[src/common/hqc_defs.vh]
/*
 * Constants for the band norm quantiser and envelope coder: quantiser
 * bias and limits, differential limits, field widths, method codes,
 * band counts and default tables for the parameterised Huffman codes.
 * Assumes inclusion by bare name from every design file that needs it.
 */
`ifndef HQC_DEFS_VH
`define HQC_DEFS_VH

// quantiser
`define HQC_IDX_BIAS 34
`define HQC_LVL_MAX 6'h27
`define HQC_BAND0_MAX 6'h1F
`define HQC_SQRT2_Q16 16'hB505

// differential limits and symbol offset
`define HQC_DIFF_NEG 6'h0F
`define HQC_DIFF_POS 7'h10
`define HQC_DIFF_POS_IDX 6'h10
`define HQC_SYM_OFS 7'h0F

// field widths
`define HQC_FIRST_W 4'h5
`define HQC_MODE_W 4'h2
`define HQC_PACK_W 4'h5

// method codes
`define HQC_M_CTX 2'h0
`define HQC_M_RSZ 2'h1
`define HQC_M_NRM 2'h2
`define HQC_M_PACK 2'h3

// band counts per bandwidth select
`define HQC_NB_WB 6'h1A
`define HQC_NB_SWB 6'h27
`define HQC_NB_FB 6'h2C
`define HQC_MAX_BANDS 44

// default tables: every symbol 5 bits, code equal to the symbol
`define HQC_DEF_CTX_OFS 7'h0C
`define HQC_DEF_LEN {32{4'h5}}
`define HQC_DEF_CODE 256'h1F1E1D1C1B1A191817161514131211100F0E0D0C0B0A09080706050403020100

`endif

[src/core/hqc_band_norm_coder.v]
/*
 * Per-frame band norm quantiser and envelope coder. Takes squared-sum
 * energy per band from a coefficient stream, quantises band norms in
 * the log domain, limits the differentials, costs four coding methods,
 * writes the cheapest one as fields into an output FIFO and then lists
 * the reconstructed indices. Assumes the transform stage marks the last
 * coefficient of each band and sends all bands of a frame in order.
 */
`timescale 1ns/100ps
`include "hqc_defs.vh"
module hqc_band_norm_coder #(
   parameter COEF_W = 16,
   parameter COEF_FRAC = 3,
   parameter LEN_W = 7,
   parameter FIFO_DEPTH = 32,
   parameter [6:0] CTX_OFS = `HQC_DEF_CTX_OFS,
   parameter [127:0] RSZ_LEN = `HQC_DEF_LEN,
   parameter [255:0] RSZ_CODE = `HQC_DEF_CODE,
   parameter [383:0] CTX_LEN = {3{`HQC_DEF_LEN}},
   parameter [767:0] CTX_CODE = {3{`HQC_DEF_CODE}}
) (
   input wire mclk_i,
   input wire rst_n_i,
   input wire [1:0] band_sel_i,
   input wire coef_valid_i,
   input wire [COEF_W-1:0] coef_i,
   input wire coef_band_end_i,
   output wire coef_ready_o,
   output wire field_valid_o,
   input wire field_ready_i,
   output wire [7:0] field_data_o,
   output wire [3:0] field_len_o,
   output reg recon_valid_o,
   output reg [5:0] recon_band_o,
   output reg [5:0] recon_idx_o,
   output reg frame_done_o
);
   localparam SUM_W = 2*COEF_W + LEN_W;
   localparam [8:0] IDX_TOP = `HQC_IDX_BIAS + 2*COEF_FRAC;
   localparam [8:0] ST_ACC = 9'h001;
   localparam [8:0] ST_DIV = 9'h002;
   localparam [8:0] ST_P1 = 9'h004;
   localparam [8:0] ST_P2 = 9'h008;
   localparam [8:0] ST_MODE = 9'h010;
   localparam [8:0] ST_FIRST = 9'h020;
   localparam [8:0] ST_SYM = 9'h040;
   localparam [8:0] ST_RECON = 9'h080;
   localparam [8:0] ST_DONE = 9'h100;

   reg [8:0] state, raw_idx;
   reg [SUM_W-1:0] sum_sq, quo, norm_sh;
   reg [LEN_W-1:0] len_cnt;
   reg [LEN_W:0] rem;
   reg [5:0] div_cnt, band, n_bands, cur, next_idx, msb_pos;
   reg [5:0] norm [0:`HQC_MAX_BANDS-1];
   reg [4:0] prev_sym;
   reg [11:0] cost_ctx, cost_rsz, cost_nrm, cost_best, fifo_word;
   reg [1:0] method, next_method, ctx_cls;
   reg rnd_up, fifo_push;
   reg [6:0] ctx_val;
   integer k;

   wire [2*COEF_W-1:0] sq;
   wire coef_take;
   wire [LEN_W:0] rem_sh;
   wire rem_ge;
   wire [5:0] cur_up;
   wire [4:0] cur_sym;
   wire [6:0] up_diff;
   wire [3:0] len_ctx;
   wire [3:0] len_rsz;
   wire [3:0] len_nrm;
   wire [7:0] code;
   wire [3:0] code_len;
   wire [11:0] cost_pack;
   wire fifo_ready;

   // position of the leading one, used to take log2 of the mean square
   function [5:0] hqc_msb;
      input [SUM_W-1:0] v;
      integer i;
      begin
         hqc_msb = 6'h00;
         for (i = 0; i < SUM_W; i = i + 1) begin
            if (v[i]) begin
               hqc_msb = i[5:0];
            end
         end
      end
   endfunction

   // upper minus lower index, capped at +16 and offset into 0..31
   function [4:0] hqc_sym;
      input [5:0] hi;
      input [5:0] lo;
      reg [6:0] d;
      begin
         d = {1'b0, hi} - {1'b0, lo} + `HQC_SYM_OFS;
         if (!d[6] && d > `HQC_DIFF_POS + `HQC_SYM_OFS) begin
            hqc_sym = 5'h1F;
         end else begin
            hqc_sym = d[4:0];
         end
      end
   endfunction

   // squares are never negative, so the sum stays unsigned
   assign sq = $signed(coef_i) * $signed(coef_i);
   assign coef_ready_o = (state == ST_ACC);
   assign coef_take = coef_valid_i & coef_ready_o;
   assign rem_sh = {rem[LEN_W-1:0], quo[SUM_W-1]};
   assign rem_ge = (rem_sh >= {1'b0, len_cnt});
   assign cur_up = cur + 6'h01;
   assign up_diff = {1'b0, norm[cur_up]} - {1'b0, norm[cur]};
   assign cur_sym = hqc_sym(norm[cur_up], norm[cur]);
   assign cost_pack = {6'h00, n_bands - 6'h01} * 12'h005;

   // log quantiser: round log2 of mean square against sqrt(2)
   always @* begin
      msb_pos = hqc_msb(quo);
      norm_sh = quo << (SUM_W - 1 - msb_pos);
      rnd_up = (norm_sh[SUM_W-1 -: 16] >= `HQC_SQRT2_Q16);
      raw_idx = IDX_TOP - {3'h0, msb_pos} - {8'h00, rnd_up};
      if (quo == {SUM_W{1'b0}} || raw_idx[8]) begin
         next_idx = (band == 6'h00) ? `HQC_BAND0_MAX : `HQC_LVL_MAX;
      end else if (raw_idx > {3'h0, `HQC_BAND0_MAX} && band == 6'h00) begin
         next_idx = `HQC_BAND0_MAX;
      end else if (raw_idx > {3'h0, `HQC_LVL_MAX}) begin
         next_idx = `HQC_LVL_MAX;
      end else begin
         next_idx = raw_idx[5:0];
      end
   end

   // context: band 0 index less offset, then the previous differential
   always @* begin
      if (cur == 6'h00) begin
         ctx_val = {1'b0, norm[0]} - CTX_OFS;
      end else begin
         ctx_val = {2'h0, prev_sym} - `HQC_SYM_OFS;
      end
      if (ctx_val[6]) begin
         ctx_cls = 2'h0;
      end else if (ctx_val == 7'h00) begin
         ctx_cls = 2'h1;
      end else begin
         ctx_cls = 2'h2;
      end
   end

   // cheapest method; a tie keeps the lower method code
   always @* begin
      next_method = `HQC_M_CTX;
      cost_best = cost_ctx;
      if (cost_rsz < cost_best) begin
         next_method = `HQC_M_RSZ;
         cost_best = cost_rsz;
      end
      if (cost_nrm < cost_best) begin
         next_method = `HQC_M_NRM;
         cost_best = cost_nrm;
      end
      if (cost_pack < cost_best) begin
         next_method = `HQC_M_PACK;
         cost_best = cost_pack;
      end
   end

   // fields headed for the writer: method, first index, then symbols
   always @* begin
      fifo_push = 1'b0;
      fifo_word = 12'h000;
      case (state)
         ST_MODE: begin
            fifo_push = 1'b1;
            fifo_word = {`HQC_MODE_W, 6'h00, next_method};
         end
         ST_FIRST: begin
            fifo_push = 1'b1;
            fifo_word = {`HQC_FIRST_W, 2'h0, norm[0]};
         end
         ST_SYM: begin
            fifo_push = 1'b1;
            fifo_word = {code_len, code};
         end
         default: begin
            fifo_push = 1'b0;
         end
      endcase
   end

   hqc_symbol_coder #(
      .RSZ_LEN(RSZ_LEN),
      .RSZ_CODE(RSZ_CODE),
      .CTX_LEN(CTX_LEN),
      .CTX_CODE(CTX_CODE)
   ) u_coder (
      .sym_i(cur_sym),
      .ctx_cls_i(ctx_cls),
      .method_i(method),
      .len_ctx_o(len_ctx),
      .len_rsz_o(len_rsz),
      .len_nrm_o(len_nrm),
      .code_o(code),
      .code_len_o(code_len)
   );

   // the writer can stall the coder through this buffer
   hqc_fifo #(
      .WIDTH(12),
      .DEPTH(FIFO_DEPTH),
      .AW(5)
   ) u_fifo (
      .mclk_i(mclk_i),
      .rst_n_i(rst_n_i),
      .in_valid_i(fifo_push),
      .in_ready_o(fifo_ready),
      .in_data_i(fifo_word),
      .out_valid_o(field_valid_o),
      .out_ready_i(field_ready_i),
      .out_data_o({field_len_o, field_data_o})
   );

   // frame sequencer
   always @(posedge mclk_i) begin
      if (!rst_n_i) begin
         state <= ST_ACC;
         sum_sq <= {SUM_W{1'b0}};
         len_cnt <= {LEN_W{1'b0}};
         quo <= {SUM_W{1'b0}};
         rem <= {(LEN_W+1){1'b0}};
         div_cnt <= 6'h00;
         band <= 6'h00;
         n_bands <= `HQC_NB_WB;
         cur <= 6'h00;
         prev_sym <= 5'h00;
         cost_ctx <= 12'h000;
         cost_rsz <= 12'h000;
         cost_nrm <= 12'h000;
         method <= `HQC_M_CTX;
         recon_valid_o <= 1'b0;
         recon_band_o <= 6'h00;
         recon_idx_o <= 6'h00;
         frame_done_o <= 1'b0;
         for (k = 0; k < `HQC_MAX_BANDS; k = k + 1) begin
            norm[k] <= 6'h00;
         end
      end else begin
         recon_valid_o <= 1'b0;
         frame_done_o <= 1'b0;
         case (state)
            ST_ACC: begin
               if (coef_take) begin
                  // band count is caught with the first coefficient of a frame
                  if (band == 6'h00 && len_cnt == {LEN_W{1'b0}}) begin
                     case (band_sel_i)
                        2'h0: n_bands <= `HQC_NB_WB;
                        2'h1: n_bands <= `HQC_NB_SWB;
                        default: n_bands <= `HQC_NB_FB;
                     endcase
                  end
                  if (coef_band_end_i) begin
                     quo <= sum_sq + {{LEN_W{1'b0}}, sq};
                     rem <= {(LEN_W+1){1'b0}};
                     div_cnt <= 6'h00;
                     state <= ST_DIV;
                  end else begin
                     sum_sq <= sum_sq + {{LEN_W{1'b0}}, sq};
                  end
                  len_cnt <= len_cnt + 1'b1;
               end
            end
            ST_DIV: begin
               // restoring divide by band length, one quotient bit a cycle
               if (div_cnt == SUM_W[5:0]) begin
                  norm[band] <= next_idx;
                  sum_sq <= {SUM_W{1'b0}};
                  len_cnt <= {LEN_W{1'b0}};
                  if (band == n_bands - 6'h01) begin
                     band <= 6'h00;
                     cur <= n_bands - 6'h02;
                     state <= ST_P1;
                  end else begin
                     band <= band + 6'h01;
                     state <= ST_ACC;
                  end
               end else begin
                  rem <= rem_ge ? rem_sh - {1'b0, len_cnt} : rem_sh;
                  quo <= {quo[SUM_W-2:0], rem_ge};
                  div_cnt <= div_cnt + 6'h01;
               end
            end
            ST_P1: begin
               // downward pass, lower band pulled up to the upper index
               if (norm[cur] > norm[cur_up] + `HQC_DIFF_NEG) begin
                  norm[cur] <= norm[cur_up];
               end
               if (cur == 6'h00) begin
                  cost_ctx <= 12'h000;
                  cost_rsz <= 12'h000;
                  cost_nrm <= 12'h000;
                  state <= ST_P2;
               end else begin
                  cur <= cur - 6'h01;
               end
            end
            ST_P2: begin
               // upward pass; the capped symbol is costed in the same step
               if (!up_diff[6] && up_diff > `HQC_DIFF_POS) begin
                  norm[cur_up] <= norm[cur] + `HQC_DIFF_POS_IDX;
               end
               cost_ctx <= cost_ctx + {8'h00, len_ctx};
               cost_rsz <= cost_rsz + {8'h00, len_rsz};
               cost_nrm <= cost_nrm + {8'h00, len_nrm};
               prev_sym <= cur_sym;
               if (cur == n_bands - 6'h02) begin
                  state <= ST_MODE;
               end else begin
                  cur <= cur_up;
               end
            end
            ST_MODE: begin
               if (fifo_ready) begin
                  method <= next_method;
                  state <= ST_FIRST;
               end
            end
            ST_FIRST: begin
               if (fifo_ready) begin
                  cur <= 6'h00;
                  prev_sym <= 5'h00;
                  state <= ST_SYM;
               end
            end
            ST_SYM: begin
               // symbols recomputed from the settled indices
               if (fifo_ready) begin
                  prev_sym <= cur_sym;
                  if (cur == n_bands - 6'h02) begin
                     cur <= 6'h00;
                     state <= ST_RECON;
                  end else begin
                     cur <= cur_up;
                  end
               end
            end
            ST_RECON: begin
               // indices after adjustment, exactly what the decoder rebuilds
               recon_valid_o <= 1'b1;
               recon_band_o <= cur;
               recon_idx_o <= norm[cur];
               if (cur == n_bands - 6'h01) begin
                  state <= ST_DONE;
               end else begin
                  cur <= cur_up;
               end
            end
            ST_DONE: begin
               frame_done_o <= 1'b1;
               cur <= 6'h00;
               state <= ST_ACC;
            end
            default: begin
               state <= ST_ACC;
            end
         endcase
      end
   end
endmodule

[src/core/hqc_fifo.v]
/*
 * Synchronous FIFO in flip-flops with valid/ready on both sides.
 * Assumes one clock and a synchronous active-low reset.
 */
`timescale 1ns/100ps
module hqc_fifo #(
   parameter WIDTH = 12,
   parameter DEPTH = 32,
   parameter AW = 5
) (
   input wire mclk_i,
   input wire rst_n_i,
   input wire in_valid_i,
   output wire in_ready_o,
   input wire [WIDTH-1:0] in_data_i,
   output wire out_valid_o,
   input wire out_ready_i,
   output wire [WIDTH-1:0] out_data_o
);
   reg [WIDTH-1:0] mem [0:DEPTH-1];
   reg [AW-1:0] wr_ptr;
   reg [AW-1:0] rd_ptr;
   reg [AW:0] count;
   wire push;
   wire pop;

   // full and empty come straight from the occupancy count
   assign in_ready_o = (count != DEPTH[AW:0]);
   assign out_valid_o = (count != {(AW+1){1'b0}});
   assign out_data_o = mem[rd_ptr];
   assign push = in_valid_i & in_ready_o;
   assign pop = out_valid_o & out_ready_i;

   // pointers wrap at depth so non-power-of-two depths also work
   always @(posedge mclk_i) begin
      if (!rst_n_i) begin
         wr_ptr <= {AW{1'b0}};
         rd_ptr <= {AW{1'b0}};
         count <= {(AW+1){1'b0}};
      end else begin
         if (push) begin
            mem[wr_ptr] <= in_data_i;
            wr_ptr <= (wr_ptr == DEPTH[AW-1:0] - 1'b1) ? {AW{1'b0}} : wr_ptr + 1'b1;
         end
         if (pop) begin
            rd_ptr <= (rd_ptr == DEPTH[AW-1:0] - 1'b1) ? {AW{1'b0}} : rd_ptr + 1'b1;
         end
         if (push & ~pop) begin
            count <= count + 1'b1;
         end else if (pop & ~push) begin
            count <= count - 1'b1;
         end
      end
   end
endmodule

[src/core/hqc_symbol_coder.v]
/*
 * Code lookup for one differential symbol: code lengths under the three
 * Huffman methods at once, plus code word and length for a chosen method.
 * Assumes the symbol is already offset into 0..31.
 */
`timescale 1ns/100ps
`include "hqc_defs.vh"
module hqc_symbol_coder #(
   parameter [127:0] RSZ_LEN = `HQC_DEF_LEN,
   parameter [255:0] RSZ_CODE = `HQC_DEF_CODE,
   parameter [383:0] CTX_LEN = {3{`HQC_DEF_LEN}},
   parameter [767:0] CTX_CODE = {3{`HQC_DEF_CODE}}
) (
   input wire [4:0] sym_i,
   input wire [1:0] ctx_cls_i,
   input wire [1:0] method_i,
   output wire [3:0] len_ctx_o,
   output wire [3:0] len_rsz_o,
   output wire [3:0] len_nrm_o,
   output reg [7:0] code_o,
   output reg [3:0] code_len_o
);
   reg [3:0] nrm_len;
   reg [7:0] nrm_code;

   // fixed normal table, right-aligned code words of 3 to 7 bits
   always @* begin
      nrm_len = 4'h7;
      nrm_code = 8'h00;
      if (sym_i < 5'h08) begin
         nrm_len = 4'h7;
         nrm_code = {1'b0, sym_i[1:0], 4'hD, sym_i[2]};
      end else if (sym_i < 5'h0C) begin
         nrm_len = 4'h6;
         nrm_code = {2'h0, sym_i[1:0], 4'hC};
      end else if (sym_i < 5'h0E) begin
         nrm_len = 4'h4;
         nrm_code = {4'h0, sym_i[1:0], 2'h2};
      end else if (sym_i < 5'h10) begin
         nrm_len = 4'h3;
         nrm_code = {5'h00, 1'b1, sym_i[0], 1'b0};
      end else if (sym_i < 5'h12) begin
         nrm_len = 4'h3;
         nrm_code = {5'h00, 1'b0, sym_i[0], 1'b0};
      end else if (sym_i < 5'h14) begin
         nrm_len = 4'h4;
         nrm_code = {4'h0, 1'b1, sym_i[0], 2'h2};
      end else if (sym_i < 5'h18) begin
         nrm_len = 4'h6;
         nrm_code = {2'h0, sym_i[1:0], 4'hE};
      end else if (sym_i < 5'h1C) begin
         nrm_len = 4'h7;
         nrm_code = {1'b0, sym_i[1:0], 5'h1E};
      end else begin
         nrm_len = 4'h7;
         nrm_code = {1'b0, sym_i[1:0], 5'h1F};
      end
   end

   assign len_nrm_o = nrm_len;
   assign len_rsz_o = RSZ_LEN[sym_i*4 +: 4];
   assign len_ctx_o = CTX_LEN[(ctx_cls_i*32 + sym_i)*4 +: 4];

   // word for the method the frame settled on
   always @* begin
      case (method_i)
         `HQC_M_CTX: begin
            code_o = CTX_CODE[(ctx_cls_i*32 + sym_i)*8 +: 8];
            code_len_o = len_ctx_o;
         end
         `HQC_M_RSZ: begin
            code_o = RSZ_CODE[sym_i*8 +: 8];
            code_len_o = len_rsz_o;
         end
         `HQC_M_NRM: begin
            code_o = nrm_code;
            code_len_o = nrm_len;
         end
         default: begin
            code_o = {3'h0, sym_i};
            code_len_o = `HQC_PACK_W;
         end
      endcase
   end
endmodule

[config.mk]
export PLATFORM = sky130hd
export DESIGN_NAME = hqc_band_norm_coder
export DESIGN_NICKNAME = d
export VERILOG_FILES = /design/src/core/hqc_band_norm_coder.v /design/src/core/hqc_fifo.v /design/src/core/hqc_symbol_coder.v
export VERILOG_INCLUDE_DIRS = /design/src /design/src/common
export SDC_FILE = /design/constraint.sdc
export NUM_CORES = 2
export LEC_CHECK = 0
export BUFFER_PORTS_ARGS = -buffer_cell sky130_fd_sc_hd__clkbuf_2
export CAP_MARGIN = 20
export CORE_MARGIN = 3
export CORE_UTILIZATION = 45
export DETAILED_ROUTE_END_ITERATION = 6
export PLACE_DENSITY = 0.62
export SLEW_MARGIN = 5
export SYNTH_ARGS = -nofsm -noshare
export SYNTH_HDL_FRONTEND = slang
export SYNTH_SLANG_ARGS = --single-unit
[constraint.sdc]
create_clock -name mclk_i -period 17.5 [get_ports mclk_i]
set_input_delay 2.625 -clock mclk_i [delete_from_list [all_inputs] [get_ports mclk_i]]
set_output_delay 2.625 -clock mclk_i [all_outputs]
set_load 0.02 [all_outputs]
Word-level counts from Yosys, hierarchy flattened

Memories as Yosys holds them, arrays and structs flattened. A register that Yosys moved wholly into a read port is not among the register bits.
Cells that the tools add are included.

Bitwise gates (word level): 7
Reduce and logical (&&, ||, !) cells: 34
Equal/unequal tests: 35
Muxes and demuxes: 155
$add $sub $neg: 26
Shifts and indexed selects: 5
Magnitude comparators: 18
Multipliers: 2

Operator list:

| operator                  | count |
|---|---|
| $shiftx 768x33->8 const A | 1 |
| $shiftx 384x33->4 const A | 1 |
| $mux 6                    | 63 |
| $shiftx 256x9->8 const A  | 1 |
| $mux 39                   | 6 |
| $pmux 39 s2               | 2 |
| $shiftx 128x8->4 const A  | 1 |
| $mux 9                    | 10 |
| $pmux 12 s2               | 3 |
| $pmux 9 s8                | 1 |
| $mux 7                    | 8 |
| $mux 8                    | 6 |
| $pmux 6 s7                | 1 |
| $add 39x32->39            | 1 |
| $logic_not 39->1          | 1 |
| $shl 39x32->39            | 1 |
| $add 12x4->12             | 3 |
| $mux 12                   | 3 |
| $pmux 12 s3               | 1 |
| $mux 5                    | 7 |
| $mul 16x16->32            | 1 |
| $pmux 7 s2                | 2 |
| $mux 1                    | 26 |
| $lt 5x5->1 const B        | 5 |
| 68 further kinds          | 127 |

Logic and storage cells: 305
RAM bits: 648
Bits of input ports: 23
Memories: 2
Register bits: 198
Output and inout bits: 28

Memory list:

| memory     | depth | width | rd ports | clocked after memory_dff | wr ports | line                     | source |
|---|---|---|---|---|---|---|---|
| u_fifo.mem | 32    | 12    | 1        | 1                        | 1        | hqc_fifo.v:20            | `reg [WIDTH-1:0] mem [0:DEPTH-1];` |
| norm       | 44    | 6     | 3        | 1                        | 44       | hqc_band_norm_coder.v:55 | `` reg [5:0] norm [0:`HQC_MAX_BANDS-1]; `` |

Depth between registers and ports, before layout

Word-level depth: 49
Depth in mapped cells: 39
Mapped depth without buffers: 38

By module

From an unflattened synthesis, not the netlist that was laid out.

Cells, all modules: 5158
Area, all modules: 60614.4 um2

By module, submodules not included:

| module              | area each (um2) | sequential area each (um2) | instances | cells each |
|---|---|---|---|---|
| hqc_band_norm_coder | 44071.0         | 15274.6                    | 1         | 4241 |
| hqc_fifo            | 16134.2         | 11951.5                    | 1         | 857 |
| hqc_symbol_coder    | 409.1           | 0.0                        | 1         | 60 |

Worst setup path after synthesis

Ideal clock, no wire load.

Kind: input -> register
From: input coef_i[1]
To: register sum_sq[34]
Arrival: 10.411 ns
Path slack: 7.014 ns
Cell stages on the path: 32
Buffers on the path: 2
Setup time: 0.076 ns
Cells stage by stage: clkbuf_1 -> clkbuf_1 -> nand2_1 -> fa_1 -> inv_1 -> fa_1 -> inv_1 -> fa_1 -> inv_1 -> fa_1 -> inv_1 -> fa_1 -> inv_1 -> fa_1 -> ha_1 -> a211o_1 -> or3_1 -> o221a_2 -> o31ai_1 -> nand2b_1 -> a21o_1 -> xor2_1 -> ha_1 -> nand2_1 -> o21ai_0 -> a21oi_1 -> a311oi_1 -> o21ai_0 -> a21oi_1 -> nand3_1 -> or3_1 -> a21boi_0

Cells in the longest elaborated chain, start to end: 5

RTL lines:

| what                 | line                      | source |
|---|---|---|
| from (decl)          | hqc_band_norm_coder.v:26  | `input wire [COEF_W-1:0] coef_i,` |
| $mul 16x16->32       | hqc_band_norm_coder.v:108 | `assign sq = $signed(coef_i) * $signed(coef_i);` |
| $add 39x32->39       | hqc_band_norm_coder.v:268 | `sum_sq <= sum_sq + {{LEN_W{1'b0}}, sq};` |
| $mux 39              | hqc_band_norm_coder.v:262 | `if (coef_band_end_i) begin` |
| $mux 39              | hqc_band_norm_coder.v:253 | `if (coef_take) begin` |
| $pmux 39 s2          | hqc_band_norm_coder.v:251 | `case (state)` |
| to (signal assigned) | hqc_band_norm_coder.v:228 | `sum_sq <= {SUM_W{1'b0}};` |
| to (signal assigned) | hqc_band_norm_coder.v:268 |  |
| to (signal assigned) | hqc_band_norm_coder.v:277 | `sum_sq <= {SUM_W{1'b0}};` |
| to (decl)            | hqc_band_norm_coder.v:51  | `reg [SUM_W-1:0] sum_sq, quo, norm_sh;` |

No other way between the ends. The select of a mux whose other input is x is not followed.
A chain may end at the register's enable or synchronous reset.

Final worst setup path

From: input coef_i[4]
To: register sum_sq[36]

Same word-level chain as after synthesis.

==> run_results.csv <==
group,metric,value,unit
run_status,status,"finished, final reports clean",
cells_and_area,multi_input_area,30500,um^2
clocking,cts_max_level,3,
worst_setup_path,cp_data_required_time,18120,ps
worst_setup_path,cp_slowest_cell,"a21oi_1",
clocking,numCtsBuffers,95,
worst_setup_path,path_buf_inv,6,
cells_and_area,drive_above_1_share,15.8,%
grt,grt_pass1_vias,39400,
cells_and_area,fillCellCount,11200,
synth,async_flop_share,0,%
clocking,clk_latency,690,ps
clocking,cts_tree,"built",
drt,routed_wl,152,mm
drt,viasPerCell,6.03,
grt,grt-ovfl-total,0,
drt,first_iter_violations,4476,
worst_setup_path,crit_path_frequent_cell,"fa_1",
die,die_y,366,um
grt,use_met1,32.8,%
clocking,cts_setup_buffers,0,
worst_setup_path,rrSetupSlack,7210,ps
worst_hold_path,hp-class,"flip-flop to flip-flop",
die,placementRows,131,
synth,postSynthCellCount,4935,
synth,yosysTopAreaCellShare,36.3,%
worst_hold_path,min_path_cells,2,
timing,min_period,10980,ps
worst_setup_path,critical_path.top_delay_family,"adder cells",
clocking,clock-sinks,907,
worst_setup_path,endpoint_kind,"flip-flop",
die,dieArea,134000,um^2
place,dp_slack,5930,ps
drt,vias,40200,
clocking,clk_pin_slew,60,ps
cells_and_area,area_growth,9.09,%
grt,met2_usage,36.0,%
drt,drt-pass1-iter-count,6,
timing,setup_tns,0,ps
worst_setup_path,regToRegEndpoint,"norm[48][2]",
worst_hold_path,min_to,"recon_band_o[3]",
clocking,root_buffer,"clkbuf_16",
worst_setup_path,worstSetupPathType,"primary input to flip-flop",
cells_and_area,final_net_count,5338,
synth,synth_area,58200,um^2
synth,synthTopCellsByArea,"edfxtp_1 (36%), mux4_2 (14%), fa_1 (8.4%)",
synth,yosysMostFrequentCell,"edfxtp_1",
timing,hold_slack,464,ps
timing,min_period_over_period,62.7,%
synth,synth_area_leader_cell,"edfxtp_1",
worst_setup_path,reg2reg_depth,27,
die,boundaryPins,51,
synth,synth_edf_count,704,
place,placed_cell_area,60000,um^2
drt,wire_per_inst,22.8,um
timing,worst_pin_slew,1200,ps
synth,synth_cell_type_count,112,
clocking,cts-resized-gates,0,
synth,synth_top_flop_cell,"edfxtp_1",
job,max-cap-violations,0,
worst_setup_path,r2r-start,"hqc_msb.v[13]",
grt,grt_antenna_before_repair,2,
timing,clock.fmax,91.1,MHz
timing,fin_ws,6520,ps
worst_hold_path,hp-start,"recon_band_o[3]",
synth,synth_warnings,0,
die,initial_utilization,45.5,%
timing,rsz0062_at_grt,"no",
synth,synth_seq_area_share,43.3,%
grt,met3_usage,3.88,%
synth,ys_ff_latch,907,
drt,drcViolationCount,0,
cells_and_area,finalInstanceArea,63500,um^2
grt,busiest_layer,"met2",
worst_setup_path,arrival,11600,ps
place,port_buffers,48,
synth,synth_area_per_cell,11.8,um^2
timing,fin_worst_skew,31.4,ps
grt,grt_pass1_wl,237,mm
worst_setup_path,max_stage_delay,610,ps
grt,grtUsageTotal,22.9,%
synth,synthTopCellsByCount,"edfxtp_1 (704), nor2_1 (517), nand2_1 (386)",
place,place_congestion,0.906,
cells_and_area,final-seq-area,25200,um^2
timing,hold_viol,0,
worst_setup_path,cp_max_fo,15,
timing,setup_viol,0,
clocking,clockBufferDepth,3,
timing,drv_slew,0,
grt,grt_max_degree,93,
die,die_w,366,um
clocking,hold_buffers,0,
place,dpl.hpwl,106,mm
worst_setup_path,cp-start-kind,"primary input",
timing,relSlewSlack,19.4,%
drt,ant_nets,0,
die,core_area,128000,um^2
final cells by class:
cell class / instances / share of cell area, %
multi-input cells: 3353 / 48.0
diodes: 2 / 0.00788
well taps: 1729 / 3.41
clock inverters: 54 / 1.07
repair buffers: 132 / 1.53
flip-flops and latches: 907 / 39.7
inverters: 370 / 2.19
clock buffers: 123 / 4.08
per-layer routing:
layer	vias to the layer above	part of all wire (%)
li1	18000	-
met1	20300	42
met2	1701	47
met3	258	8.2
met4	0	2.8
met5	-	0
sequential cells by signal, indices dropped and copies added (netlist names), named ones only:
| register | count |
|---|---|
| hqc_msb.v | 39 |
| method | 2 |
| recon_band_o | 6 |
| len_cnt | 7 |
| cost_nrm | 12 |
| state | 9 |
| cur | 6 |
| rem | 7 |
| cost_rsz | 12 |
| u_fifo.rd_ptr | 5 |
| frame_done_o | 1 |
| recon_valid_o | 1 |
| div_cnt | 6 |
| u_fifo.mem | 320 |
| cost_ctx | 12 |
| norm | 384 |
| u_fifo.wr_ptr | 5 |
| band | 6 |
| n_bands | 5 |
| sum_sq | 39 |
| u_fifo.count | 6 |
| recon_idx_o | 6 |
worst max-delay path by stage:
stage,startpoint,end,slack (ps),cells after the start
after global placement,coef_i[15],sum_sq[36],6070,28
final,coef_i[4],sum_sq[36],6520,33
after global routing,coef_i[15],sum_sq[34],5940,28
after detailed placement,coef_i[15],sum_sq[36],5930,28
after floorplan,coef_i[1],sum_sq[34],7010,32
after CTS,coef_i[15],sum_sq[36],6630,28
tightest hold or removal path: cells and delay by family, from the launching register on:
| kind | cells | cell delay (ps) |
|---|---|---|
| AOI/OAI and AO/OA | 1 | 60 |
| and+or+nand+nor | 1 | 50 |
| DFF | 1 | 310 |
per-stage QoR:
step / cells / utilization, %
2_1_floorplan: 4937 / -
3_3_place_gp: 6476 / 46.9
3_5_place_dp: 6478 / 46.9
4_1_cts: 6655 / 49.5
5_1_grt: 6668 / 49.6
6_report: 6670 / 49.6
kinds of logic after synthesis:
family	count (synthesis)	synth area share (%)
AND/OR/NAND/NOR	1453	11.8
flip-flops	907	43.3
AO/OA/AOI/OAI	842	9.61
buffers and inverters	677	4.56
adder cells (fa/ha/maj)	457	13.0
multiplexers	433	15.2
XOR/XNOR	164	2.53
other	2	0.0129
placed cells by master, fill, tap and decap left out, types with 28 or more instances in the layout:
| cell type | Yosys | final |
|---|---|---|
| nand2b_1 | 38 | 38 |
| o21a_1 | 36 | 36 |
| a22oi_1 | 29 | 29 |
| and3_1 | 30 | 30 |
| dfxtp_1 | 203 | 196 |
| a31oi_1 | 29 | 29 |
| a211oi_1 | 32 | 32 |
| nor2_1 | 517 | 516 |
| and2_1 | 93 | 93 |
| xor2_1 | 51 | 50 |
| clkbuf_16 | 0 | 96 |
| clkbuf_2 | 0 | 47 |
| inv_1 | 365 | 365 |
| xnor2_1 | 110 | 109 |
| a21oi_1 | 212 | 212 |
| fa_1 | 243 | 243 |
| or3_1 | 30 | 30 |
| mux2_2 | 28 | 28 |
| a21boi_0 | 49 | 49 |
| mux4_2 | 356 | 356 |
| o21ai_0 | 179 | 175 |
| nor3_1 | 63 | 62 |
| edfxtp_1 | 704 | 704 |
| mux2i_1 | 46 | 45 |
| nand2_1 | 386 | 386 |
| nor2b_1 | 60 | 60 |
| a21o_1 | 45 | 45 |
| buf_4 | 7 | 74 |
| nand3_1 | 79 | 79 |
| ha_1 | 213 | 212 |
Power is left out: the tool's default activity adds up to more than one toggle a clock period on the data nets, which glitch-free logic cannot reach.
